[src/hw/lca_defines.svh]
`ifndef LCA_DEFINES_SVH
`define LCA_DEFINES_SVH

// register offsets on the serial register port
`define LCA_ADDR_RESULT 8'h00
`define LCA_ADDR_CONTROL 8'h01
// operating_control field positions
`define LCA_RANGE_MSB 15
`define LCA_RANGE_LSB 12
`define LCA_CT_BIT 11
`define LCA_MODE_MSB 10
`define LCA_MODE_LSB 9
`define LCA_OVF_BIT 8
`define LCA_DONE_BIT 7
`define LCA_ABOVE_BIT 6
`define LCA_BELOW_BIT 5
// reset values
`define LCA_CONTROL_RESET 16'hC810
`define LCA_RESULT_RESET 16'h0000
// range codes
`define LCA_RANGE_AUTO 4'hC
`define LCA_RANGE_MAX 4'hB
`define LCA_RANGE_ONE_BIT 4'h5
`define LCA_RANGE_THREE_BIT 4'h0
// mode codes
`define LCA_MODE_SHUTDOWN 2'h0
`define LCA_MODE_SINGLE 2'h1
// conversion times
`define LCA_CLOCK_MHZ 250
`define LCA_CONV_SHORT_MS 100
`define LCA_CONV_LONG_MS 800
`define LCA_CONV_SHORT_CYCLES (`LCA_CONV_SHORT_MS * 1000 * `LCA_CLOCK_MHZ)
`define LCA_CONV_LONG_CYCLES (`LCA_CONV_LONG_MS * 1000 * `LCA_CLOCK_MHZ)

`endif

[src/hw/lca_pkg.sv]
package lca_pkg;

    typedef struct packed {
        logic [3:0] range_select;
        logic conversion_time_select;
        logic [1:0] mode;
        logic overrange_flag;
        logic conversion_done_flag;
        logic above_limit_flag;
        logic below_limit_flag;
        logic latch;
        logic polarity;
        logic mask_exponent;
        logic [1:0] fault_tally_select;
    } lca_control_t;

    typedef struct packed {
        logic [3:0] exponent;
        logic [11:0] mantissa;
    } lca_result_t;

    typedef enum logic [1:0] {
        LCA_IDLE = 2'b00,
        LCA_CONVERT = 2'b01
    } lca_state_t;

endpackage

[src/hw/lca_fault_tally.sv]
`timescale 1ns/10ps
module lca_fault_tally
    import lca_pkg::*;
#(
    parameter int TALLY_WIDTH = 4
) (
    // clock and reset
    input wire logic clock,
    input wire logic reset,
    // measurement events
    input wire logic sample,
    input wire logic hit,
    input wire logic [TALLY_WIDTH-1:0] needed,
    // flag
    output logic flag
);
    if (TALLY_WIDTH < 4) begin
        $error("tally width too small for count of eight");
    end

    logic [TALLY_WIDTH-1:0] tally;
    wire [TALLY_WIDTH-1:0] next_tally = hit ? ((tally == needed) ? tally : tally + 1'b1)
                                            : '0;

    always_ff @(posedge clock) begin
        if (reset) begin
            tally <= '0;
            flag <= 1'b0;
        end else if (sample) begin
            tally <= next_tally;
            flag <= (next_tally == needed);
        end
    end
endmodule

[src/hw/lca_converter_control.sv]
`timescale 1ns/10ps
`include "lca_defines.svh"
// Notes on behaviour
// conversion lasts 100 ms with time bit 0, 800 ms with 1; resets to 1
// short time drops low result bits: range 5 one, 1-4 two, 0 three
// result format and bit weight do not depend on conversion time
// mode 00 shutdown, 01 single shot, 10 and 11 continuous
// mode field resets to 00, so device idles in shutdown
// single shot reads 01 while running, then clears itself to 00
// entering shutdown leaves done flag, limit flags and alert untouched
// overrange flag set on overload, cleared otherwise, every measurement
// fixed range: transient overload may set overrange with in-range result
// auto range: overrange only beyond the highest range full scale
// auto range: overload steps range up and restarts, flag updated afterward
// done flag set at the end of every conversion
// control read clears done flag; writes clear it unless mode written 00
// above flag when result exceeds high limit for the selected tally
// below flag when result under low limit for the selected tally
// range 1100 selects auto ranging; 1101-1111 reserved; resets to 1100
// control write aborts a running conversion, restarts if mode converts
// tally code 00 needs one measurement; others need two, four, eight
// continuous mode starts the next conversion right after each ends
module lca_converter_control
    import lca_pkg::*;
#(
    parameter int unsigned SHORT_CYCLES = `LCA_CONV_SHORT_CYCLES,
    parameter int unsigned LONG_CYCLES = `LCA_CONV_LONG_CYCLES
) (
    // clock and reset
    input wire logic clock,
    input wire logic reset,
    // decoded register accesses from the serial port
    input wire logic reg_write,
    input wire logic reg_read,
    input wire logic [7:0] reg_addr,
    input wire logic [15:0] reg_wdata,
    output logic [15:0] reg_rdata,
    // threshold limits held outside
    input wire logic [15:0] low_limit,
    input wire logic [15:0] high_limit,
    // analog converter front end
    input wire logic [11:0] adc_code,
    input wire logic adc_overload,
    output logic adc_active,
    output logic [3:0] adc_range,
    // results
    output lca_result_t result,
    output logic alert
);
    // parameter checks at elaboration
    if (SHORT_CYCLES < 1) begin
        $error("short conversion needs at least one cycle");
    end
    if (LONG_CYCLES < SHORT_CYCLES || LONG_CYCLES > 32'h7FFFFFFF) begin
        $error("long conversion cycle count out of range");
    end

    // linear value of an exponent and mantissa pair
    function automatic logic [26:0] to_linear(input logic [15:0] word);
        to_linear = 27'(word[11:0]) << word[15:12];
    endfunction

    lca_control_t ctrl;
    lca_state_t state;
    logic [31:0] elapsed;
    logic above_flag;
    logic below_flag;

    // register access decode
    wire ctrl_hit = (reg_addr == `LCA_ADDR_CONTROL);
    wire ctrl_write = reg_write && ctrl_hit;
    wire ctrl_read = reg_read && ctrl_hit;
    wire [1:0] wr_mode = reg_wdata[`LCA_MODE_MSB:`LCA_MODE_LSB];
    wire wants_convert = (wr_mode != `LCA_MODE_SHUTDOWN);
    wire auto_range = (ctrl.range_select == `LCA_RANGE_AUTO);

    // conversion timing
    wire [31:0] conv_cycles = ctrl.conversion_time_select ? 32'(LONG_CYCLES)
                                                        : 32'(SHORT_CYCLES);
    wire converting = (state == LCA_CONVERT);
    wire step_up = converting && auto_range && adc_overload
                   && (adc_range != `LCA_RANGE_MAX);
    // a control write in the last cycle aborts instead of finishing
    wire conv_end = converting && !step_up && !ctrl_write && (elapsed == conv_cycles - 32'd1);
    wire keep_going = ctrl.mode[1];

    // resolution trim on the short conversion time
    wire [1:0] drop_bits = ctrl.conversion_time_select ? 2'd0 :
                           (adc_range == `LCA_RANGE_ONE_BIT) ? 2'd1 :
                           (adc_range == `LCA_RANGE_THREE_BIT) ? 2'd3 :
                           (adc_range < `LCA_RANGE_ONE_BIT) ? 2'd2 : 2'd0;
    wire [11:0] trim_mask = 12'hFFF << drop_bits;
    // same exponent and mantissa layout for either time
    wire [15:0] next_result = {adc_range, adc_code & trim_mask};
    wire [26:0] next_linear = to_linear(next_result);
    wire above_hit = next_linear > to_linear(high_limit);
    wire below_hit = next_linear < to_linear(low_limit);
    // overload anywhere in the running conversion; auto steps restart the record
    // so a passing spike on a fixed range still raises the flag
    logic overload_seen;
    wire next_overrange = overload_seen || adc_overload;
    wire [3:0] tally_needed = 4'h1 << ctrl.fault_tally_select;

    always_ff @(posedge clock) begin
        if (reset || ctrl_write || step_up || conv_end || !converting) begin
            overload_seen <= 1'b0;
        end else begin
            overload_seen <= overload_seen || adc_overload;
        end
    end

    // done flag: set wins over any clear
    wire done_clear = ctrl_read || (ctrl_write && wants_convert);
    wire next_done = conv_end ? 1'b1 : (done_clear ? 1'b0 : ctrl.conversion_done_flag);

    wire [15:0] ctrl_word = {ctrl.range_select, ctrl.conversion_time_select, ctrl.mode,
                             ctrl.overrange_flag, ctrl.conversion_done_flag, above_flag,
                             below_flag, ctrl.latch, ctrl.polarity, ctrl.mask_exponent,
                             ctrl.fault_tally_select};
    wire [15:0] next_rdata = ctrl_hit ? ctrl_word :
                             (reg_addr == `LCA_ADDR_RESULT) ? result : 16'h0000;

    // converter sequencing
    always_ff @(posedge clock) begin
        if (reset) begin
            state <= LCA_IDLE;
            elapsed <= 32'd0;
            adc_range <= 4'h0;
        end else if (ctrl_write) begin
            state <= wants_convert ? LCA_CONVERT : LCA_IDLE;
            elapsed <= 32'd0;
            adc_range <= (reg_wdata[15:12] == `LCA_RANGE_AUTO) ? 4'h0 : reg_wdata[15:12];
        end else begin
            case (state)
                LCA_IDLE: begin
                    elapsed <= 32'd0;
                end
                LCA_CONVERT: begin
                    if (step_up) begin
                        adc_range <= adc_range + 4'h1;
                        elapsed <= 32'd0;
                    end else if (conv_end) begin
                        elapsed <= 32'd0;
                        state <= keep_going ? LCA_CONVERT : LCA_IDLE;
                        if (auto_range) begin
                            adc_range <= 4'h0;
                        end
                    end else begin
                        elapsed <= elapsed + 32'd1;
                    end
                end
                default: begin
                    state <= LCA_IDLE;
                end
            endcase
        end
    end

    // control register
    always_ff @(posedge clock) begin
        if (reset) begin
            ctrl <= lca_control_t'(`LCA_CONTROL_RESET);
        end else begin
            ctrl.conversion_done_flag <= next_done;
            if (ctrl_write) begin
                ctrl.range_select <= reg_wdata[15:12];
                ctrl.conversion_time_select <= reg_wdata[`LCA_CT_BIT];
                ctrl.mode <= wr_mode;
                ctrl.latch <= reg_wdata[4];
                ctrl.polarity <= reg_wdata[3];
                ctrl.mask_exponent <= reg_wdata[2];
                ctrl.fault_tally_select <= reg_wdata[1:0];
            end else if (conv_end) begin
                ctrl.overrange_flag <= next_overrange;
                if (ctrl.mode == `LCA_MODE_SINGLE) begin
                    ctrl.mode <= `LCA_MODE_SHUTDOWN;
                end
            end
        end
    end

    // result, alert and bus read data; shutdown leaves flags alone
    always_ff @(posedge clock) begin
        if (reset) begin
            result <= lca_result_t'(`LCA_RESULT_RESET);
            alert <= 1'b0;
            reg_rdata <= 16'h0000;
            adc_active <= 1'b0;
        end else begin
            if (conv_end) begin
                result <= next_result;
            end
            alert <= above_flag || below_flag;
            adc_active <= ctrl_write ? wants_convert : (conv_end ? keep_going : converting);
            if (reg_read) begin
                reg_rdata <= next_rdata;
            end
        end
    end

    lca_fault_tally #(
        .TALLY_WIDTH(4)
    ) u_above (
        .clock(clock),
        .reset(reset),
        .sample(conv_end),
        .hit(above_hit),
        .needed(tally_needed),
        .flag(above_flag)
    );

    lca_fault_tally #(
        .TALLY_WIDTH(4)
    ) u_below (
        .clock(clock),
        .reset(reset),
        .sample(conv_end),
        .hit(below_hit),
        .needed(tally_needed),
        .flag(below_flag)
    );
endmodule

[config.mk]
export PLATFORM = sky130hd
export DESIGN_NAME = lca_converter_control
export DESIGN_NICKNAME = d
export VERILOG_FILES = /design/src/hw/lca_pkg.sv /design/src/hw/lca_fault_tally.sv /design/src/hw/lca_converter_control.sv
export VERILOG_INCLUDE_DIRS = /design/src /design/src/hw
export SDC_FILE = /design/constraint.sdc
export NUM_CORES = 1
export LEC_CHECK = 0
export ABC_AREA = 1
export ABC_CLOCK_PERIOD_IN_PS = 4200
export BUFFER_PORTS_ARGS = -buffer_cell sky130_fd_sc_hd__buf_2
export CORE_MARGIN = 1.5
export CORE_UTILIZATION = 50
export CTS_BUF_LIST = sky130_fd_sc_hd__clkbuf_8 sky130_fd_sc_hd__clkbuf_16
export CTS_CLUSTER_SIZE = 12
export DETAILED_ROUTE_END_ITERATION = 12
export GPL_ROUTABILITY_DRIVEN = 0
export GPL_TIMING_DRIVEN = 0
export HOLD_SLACK_MARGIN = 0.06
export PLACE_DENSITY = 0.78
export SLEW_MARGIN = 5
export SYNTH_ARGS = -nofsm -noshare
export SYNTH_HDL_FRONTEND = slang
export SYNTH_HIERARCHICAL = 1
export SYNTH_SLANG_ARGS = --single-unit
[constraint.sdc]
create_clock -name clock -period 4.2 [get_ports clock]
set_input_delay 0.42 -clock clock [delete_from_list [all_inputs] [get_ports clock]]
set_output_delay 0.42 -clock clock [all_outputs]
set_load 0.01 [all_outputs]
==> results of run 1 <==
[worst max-delay path by stage]
stage | startpoint | end | slack [ps] | depth (start not counted)
final | adc_range[1] | u_above/flag | 250 | 24
after floorplan | adc_range[1] | u_below/flag | 500 | 28
after global routing | adc_range[1] | u_below/flag | -20 | 27
after CTS | adc_range[1] | u_below/flag | 20 | 27
after detailed placement | adc_range[1] | u_above/flag | -380 | 28
after global placement | adc_range[1] | u_above/flag | -300 | 28
[sequential cells by signal, indices dropped and copies added, names as in the netlist]
signal         cells
alert              1
state              1
ctrl              14
result            16
reg_rdata         16
adc_range          4
elapsed           32
adc_active         1
u_below/tally      4
u_below/flag       1
overload_seen      1
u_above/tally      4
u_above/flag       1
[cell families after synthesis]
kind of cell             after synthesis  share of synthesized area (%)
flip-flops                            96                          23.23
XOR/XNOR                              22                          2.329
AND/OR/NAND/NOR                      658                          37.80
adder cells (fa/ha/maj)               58                          8.773
buffers and inverters                200                          10.01
AO/OA/AOI/OAI                        254                          16.76
multiplexers                           9                          1.089
[power groups by stage]
stage	clock (mW)	sequential (mW)	combinational, mW
3_5_place_dp	0	0.935	0.340
2_1_floorplan	0	0.936	0.226
4_1_cts	0.801	0.914	0.342
6_report	0.793	0.914	0.352
5_1_grt	0.845	0.914	0.401
3_3_place_gp	0	0.935	0.331
[routing by layer]
metal  up-vias  wire [µm]  share of wire (%)
li1       4543          -                  -
met1      4016      10580                 46
met2       376      10290                 45
met3        38       1545                6.7
met4         0        510                2.2
met5         -          0                  0
[stage by stage]
stage	util, %	hold slack (ps)
after floorplan	-	425.9
after global placement	56.61	441.7
after detailed placement	56.61	449.0
after CTS	58.40	315.6
after global routing	58.73	318.6
final	58.73	316.6
[Yosys cell counts, drive strengths merged (6+ instances only)]
master | count | area, µm²
a21oi | 76 | 387.9
a31oi | 14 | 87.58
buf | 22 | 140.1
clkbuf | 41 | 173.9
dfxtp | 96 | 1922
ha | 58 | 725.7
inv | 133 | 499.2
mux2i | 9 | 90.09
nand2 | 363 | 1460
nand3 | 97 | 545.5
nand4 | 31 | 227.7
nor2 | 116 | 553.0
nor3 | 25 | 157.6
nor3b | 7 | 57.55
nor4 | 10 | 62.56
o211ai | 10 | 75.07
o21ai | 134 | 670.6
o221ai | 6 | 52.55
or2 | 6 | 37.54
xor2 | 17 | 148.9
[final cells by class]
| type | count | share of cell area [%] |
|---|---|---|
| inverters | 137 | 5.486 |
| clock inverters | 5 | 0.5193 |
| well taps | 216 | 2.876 |
| multi-input cells | 1001 | 59.15 |
| repair buffers | 104 | 5.566 |
| flip-flops and latches | 96 | 20.51 |
| clock buffers | 10 | 2.543 |
| plain buffers | 62 | 3.356 |
[critical path, delay by kind of cell, from the launching register on]
family | cells | cell delay [ps]
AO/OA/AOI/OAI | 5 | 690
adder cells (fa/ha/maj) | 2 | 570
buffers and inverters | 3 | 520
flip-flops | 1 | 400
multiplexers | 2 | 310
AND/OR/NAND/NOR | 12 | 1380
[repair_timing]
action	CTS	global route
pin swaps	0	2
buffers inserted	0	1
endpoints found under the setup margin	10	10
gates resized for setup	3	25
==> out/results.ini, run 1 <==
[logic_synthesis]
syn_avg_cell_area_um2 = 6.378
synth_ff_type = dfxtp_1
synthCells = 1297
syn_nets = 1428
async_flop_share_pct = 0
yosysSeqAreaShare_pct = 23.23
synth_edf_count = 0
ys_warn_count = 6
synth_area_mm2 = 0.008272
synth-seq-cells = 96
ys_types = 54

[timing]
drv_slew = 0
period_minus_slack_ps = 3948
hold_viol_final = 0
fin_crit_sh_pct = 94.00
worstMarginPinSlew_ps = 610.0
max_freq_mhz = 253.3
finalWorstSetupSlack_ps = 252.2
slew_headroom_pct = 59.33
setup_tns_ps = 0
skew_ps = 9.231
finalSetupViolations = 0

[drt]
drc = 0
routed_wirelength_um = 22920
wl_per_cell_um = 14.05
viasPerCell = 5.502
ant_nets = 0
dr.pass1.iters = 5
vias = 8973
drt_iter0_drc = 745

[floorplanning]
initial_core_util_pct = 51.70
io_pins = 111
rows = 46
die_w_um = 131.6
die_h_um = 131.6
core_mm2 = 0.01600
fp.dieArea_mm2 = 0.01732

[power]
power.density_mw_per_mm2 = 219.2
p_seq_share_pct = 44.4
internal_power_mw = 1.506
p_sw_share_pct = 26.89
pwr-share-comb_pct = 17.1
power_mw = 2.060
p_sw_mw = 0.5538
cellLeakagePower_nw = 4.241
vdd_drop_max_uv = 189.3
pwr-share-clk_pct = 38.5

[cells_and_area]
postLayoutCellArea_mm2 = 0.009397
finish.net_count = 1542
regArea_mm2 = 0.001927
n_antenna_cell = 0
final_cell_mix = nand2_1, inv_1, o21ai_0, buf_2
multi_input_area_mm2 = 0.005558
layout_commonest_cell = nand2_1
instances_no_fill = 1631
area_delta_synth_final_pct = 13.60
fillCellCount = 1591
final_layout_size_suffix_gt1_share_pct = 15.83

[clocking]
clkTransAtPathRegs_ps = 60
cts_tree = done
insertion_delay_ps = 340
cts_buffers = 9
clk_path_buf_depth = 2
cts.sinks = 96
root_buffer = clkbuf_16
cts_max_level = 3
cts_hold_buffers = 0

[global_route]
use_met1_pct = 36.36
grt_use_total_pct = 26.18
use_met2_pct = 43.10
grtUsageMet3_pct = 2.546
grt_pass1_wl_um = 37920
grt_pass1_vias = 7985
grt.busiest_layer = met2
globalRouteOverflowTotal = 0
grt_max_degree = 26
grt_antenna_before_repair = 0

[hold_path]
min_path_cells = 3
min_path_type = input pin to register
hp-start = reg_wdata[4]
whs_endpoint = ctrl[4]

[run_status]
outcome = finished clean

[worst_setup_path]
regToRegSetupSlack_ps = 250
r2r-start = adc_range[1]
crit_arrival_ps = 4220
critPathKind = register to register
cp.required_ps = 4480
max_stage_delay_ps = 400
cp_max_fo = 11
cp_cell_sequence = clkinv_2, clkbuf_4, ha_1, nand2_1, nand3_1, nand3_1, o21ai_2, mux2i_1, mux2i_1, nand2_1, o21ai_0, ha_1, nand2_1, nor4_2, a21oi_2, nor3_1, o32a_1, clkbuf_8, nand3_2, nand2_1, nand3_1, nor2_2, nand2_1, a21oi_2
crit_slowest_cell = dfxtp_4
start_kind = register
critical_path.most_common_cell = nand2_1
cp-end-kind = register
r2r_cells = 24
r2r-end = u_above/flag

[placement]
port_buffers = 103
place_ws_ps = -384.5
place_area_mm2 = 0.009057
hpwlAfterDp_um = 18520
place_inst = 1616

[flow_run]
maxCapViolCount = 0

No activity file was read; power rests on OpenSTA's default activity.
==> inputs of run 2 (changes only) <==
--- a/config.mk
+++ b/config.mk
@@ -7,7 +7,7 @@
 export NUM_CORES = 1
 export LEC_CHECK = 0
 export ABC_AREA = 1
-export ABC_CLOCK_PERIOD_IN_PS = 4200
+export ABC_CLOCK_PERIOD_IN_PS = 3650
 export BUFFER_PORTS_ARGS = -buffer_cell sky130_fd_sc_hd__buf_2
 export CORE_MARGIN = 1.5
 export CORE_UTILIZATION = 50
==> constraint.sdc (replaced) <==
create_clock -name clock -period 3.65 [get_ports clock]
set_input_delay 0.365 -clock clock [delete_from_list [all_inputs] [get_ports clock]]
set_output_delay 0.365 -clock clock [all_outputs]
set_load 0.01 [all_outputs]
==> run 2 against run 1 <==
  * Cell area up 5.7%
  * Sequential power increased by 15%
  * Core utilization up 3.4 points
==> out/results.ini, run 2 (synthesis results as in run 1) <==
[global_route]
grt_max_degree = 26  ; unchanged
grt_antenna_before_repair = 0  ; unchanged
globalRouteOverflowTotal = 0  ; unchanged
grt_pass1_wl_um = 38580  ; was 37920 µm
grt_use_total_pct = 26.71  ; was 26.18%
grt_pass1_vias = 8172  ; was 7985

[power]
internal_power_mw = 1.815  ; was 1.506 mW
p_sw_share_pct = 27.99  ; was 26.89%
p_seq_share_pct = 41.7  ; was 44.4%
pwr-share-clk_pct = 40.5  ; was 38.5%
pwr-share-comb_pct = 17.8  ; was 17.1%
cellLeakagePower_nw = 4.392  ; was 4.241 nW
p_sw_mw = 0.7056  ; was 0.5538 mW
power_mw = 2.521  ; was 2.060 mW
vdd_drop_max_uv = 230.5  ; was 189.3 µV
power.density_mw_per_mm2 = 253.7  ; was 219.2 mW/mm²

[cells_and_area]
regMostFlops = elapsed  ; unchanged
instances_no_fill = 1647  ; was 1631
finish.net_count = 1557  ; was 1542
final_cell_mix = nand2_1, inv_1, buf_2, o21ai_0, dfxtp_1  ; was nand2_1, inv_1, o21ai_0, buf_2
reg.largest.list = elapsed (32), reg_rdata (16), result (16)  ; unchanged
final_layout_size_suffix_gt1_share_pct = 20.61  ; was 15.83%
area_delta_synth_final_pct = 20.12  ; was 13.60%
largest_reg_flops = 32  ; unchanged
layout_commonest_cell = nand2_1  ; unchanged
n_antenna_cell = 0  ; unchanged

[worst_setup_path]
cp-end-kind = register  ; unchanged
cp_max_fo = 8  ; was 11
startpoint = adc_range[1]  ; unchanged
cp-endpoint = u_above/flag  ; unchanged
regToRegSetupSlack_ps = 40  ; was 250 ps
start_kind = register  ; unchanged
cp.required_ps = 3940  ; was 4480 ps
critical_path.most_common_cell = nand2_1  ; unchanged
r2r-start = adc_range[1]  ; unchanged
crit_arrival_ps = 3900  ; was 4220 ps
r2r-end = u_above/flag  ; unchanged
max_stage_delay_ps = 370  ; was 400 ps
crit_slowest_cell = dfxtp_4  ; unchanged
critPathKind = register to register  ; unchanged
r2r_cells = 29  ; was 24

[timing]
hold_viol_final = 0  ; unchanged
setup_tns_ps = 0  ; unchanged
skew_ps = 11.41  ; was 9.231 ps
slew_headroom_pct = 48.95  ; was 59.33%
finalSetupViolations = 0  ; unchanged
rsz0062_at_grt = true
drv_slew = 0  ; unchanged
fin_crit_sh_pct = 98.97  ; was 94.00%
finalWorstSetupSlack_ps = 37.67  ; was 252.2 ps
worstMarginPinSlew_ps = 765.7  ; was 610.0 ps
whs_ps = 245.5  ; was 316.6 ps
max_freq_mhz = 276.8  ; was 253.3 MHz
period_minus_slack_ps = 3612  ; was 3948 ps

[clocking]
cts.sinks = 96  ; unchanged
cts_tree = done  ; unchanged
cts_max_level = 3  ; unchanged
insertion_delay_ps = 350  ; was 340 ps
cts_buffers = 9  ; unchanged
root_buffer = clkbuf_16  ; unchanged
clk_path_buf_depth = 2  ; unchanged
clkTransAtPathRegs_ps = 70  ; was 60 ps
cts_hold_buffers = 0  ; unchanged

[placement]
place_inst = 1616  ; unchanged
place_ws_ps = -801.2  ; was -384.5 ps
hpwlAfterDp_um = 18400  ; was 18520 µm
port_buffers = 103  ; unchanged

[drt]
vias = 9226  ; was 8973
wl_per_cell_um = 14.80  ; was 14.05 µm
dr.pass1.iters = 5  ; unchanged
drc = 0  ; unchanged
ant_nets = 0  ; unchanged
viasPerCell = 5.602  ; was 5.502
routed_wirelength_um = 24370  ; was 22920 µm
drt_iter0_drc = 750  ; was 745

[floorplanning]
die_w_um = 131.6  ; unchanged
core_mm2 = 0.01600  ; unchanged
die_h_um = 131.6  ; unchanged
fp.dieArea_mm2 = 0.01732  ; unchanged
io_pins = 111  ; unchanged
initial_core_util_pct = 51.70  ; unchanged
rows = 46  ; unchanged

[flow_run]
maxCapViolCount = 0  ; unchanged

[run_status]
outcome = finished clean  ; unchanged

[hold_path]
min_path_type = input pin to register  ; unchanged

## run 2: power groups by stage
stage	combinational [mW]	sequential (mW)	clock [mW]
6_report	0.449	1.05	1.02
5_1_grt	0.505	1.05	1.06
4_1_cts	0.395	1.05	1.02
3_5_place_dp	0.389	1.08	0
3_3_place_gp	0.381	1.08	0
2_1_floorplan	0.260	1.08	0
## run 2: repair_timing
action / in CTS / in global routing
pin swaps: 4 / 40
setup buffers: 4 / 12
cloned: 0 / 1
setup endpoints to repair: 10 / 8
hold endpoints to repair: 0 / 0
gates resized for setup: 29 / 90
## run 2: critical path: cells and delay by family (launching register included)
| family | cells | cell delay [ps] |
|---|---|---|
| buffers and inverters | 4 | 390 |
| AOI/OAI and AO/OA | 9 | 1210 |
| adders and majority gates | 2 | 360 |
| and+or+nand+nor | 14 | 1220 |
| DFF | 1 | 370 |
## run 2: metrics by stage
step                area, µm²  util (%)
floorplan                8273         -
global placement         9059     56.62
detailed placement       9059     56.62
CTS                      9468     59.17
global route             9936     62.10
finish                   9936     62.10
## run 2: worst min path at each step
stage	startpoint	end	slack [ps]	cells past startpoint
after floorplan	elapsed[0]	elapsed[0]	430	1
final	reg_wdata[4]	ctrl[4]	250	3
after CTS	reg_wdata[4]	ctrl[4]	240	3
after global routing	reg_wdata[4]	ctrl[4]	260	3
after global placement	elapsed[0]	elapsed[0]	440	1
after detailed placement	ctrl[3]	ctrl[3]	450	2
## run 2: layout make-up
| type | instances | area (µm²) |
|---|---|---|
| Timing Repair Buffer | 120 | 660.6 |
| Sequential cell | 96 | 1929 |
| Multi-Input combinational cell | 1001 | 5899 |
| Inverter | 137 | 524.3 |
| Fill cell | 1511 | 6065 |
| Tap cell | 216 | 270.3 |
| Clock inverter | 7 | 97.59 |
| Buffer | 61 | 329.1 |
| Clock buffer | 9 | 225.2 |
## run 2: metal layers
| layer | track usage [%] | routed length, µm | vias up |
|---|---|---|---|
| li1 | - | - | 4588 |
| met1 | 36.46 | 10890 | 4195 |
| met2 | 43.89 | 11060 | 382 |
| met3 | 3.086 | 1656 | 61 |
| met4 | 8.519 | 759 | 0 |
| met5 | 0 | 0 | - |
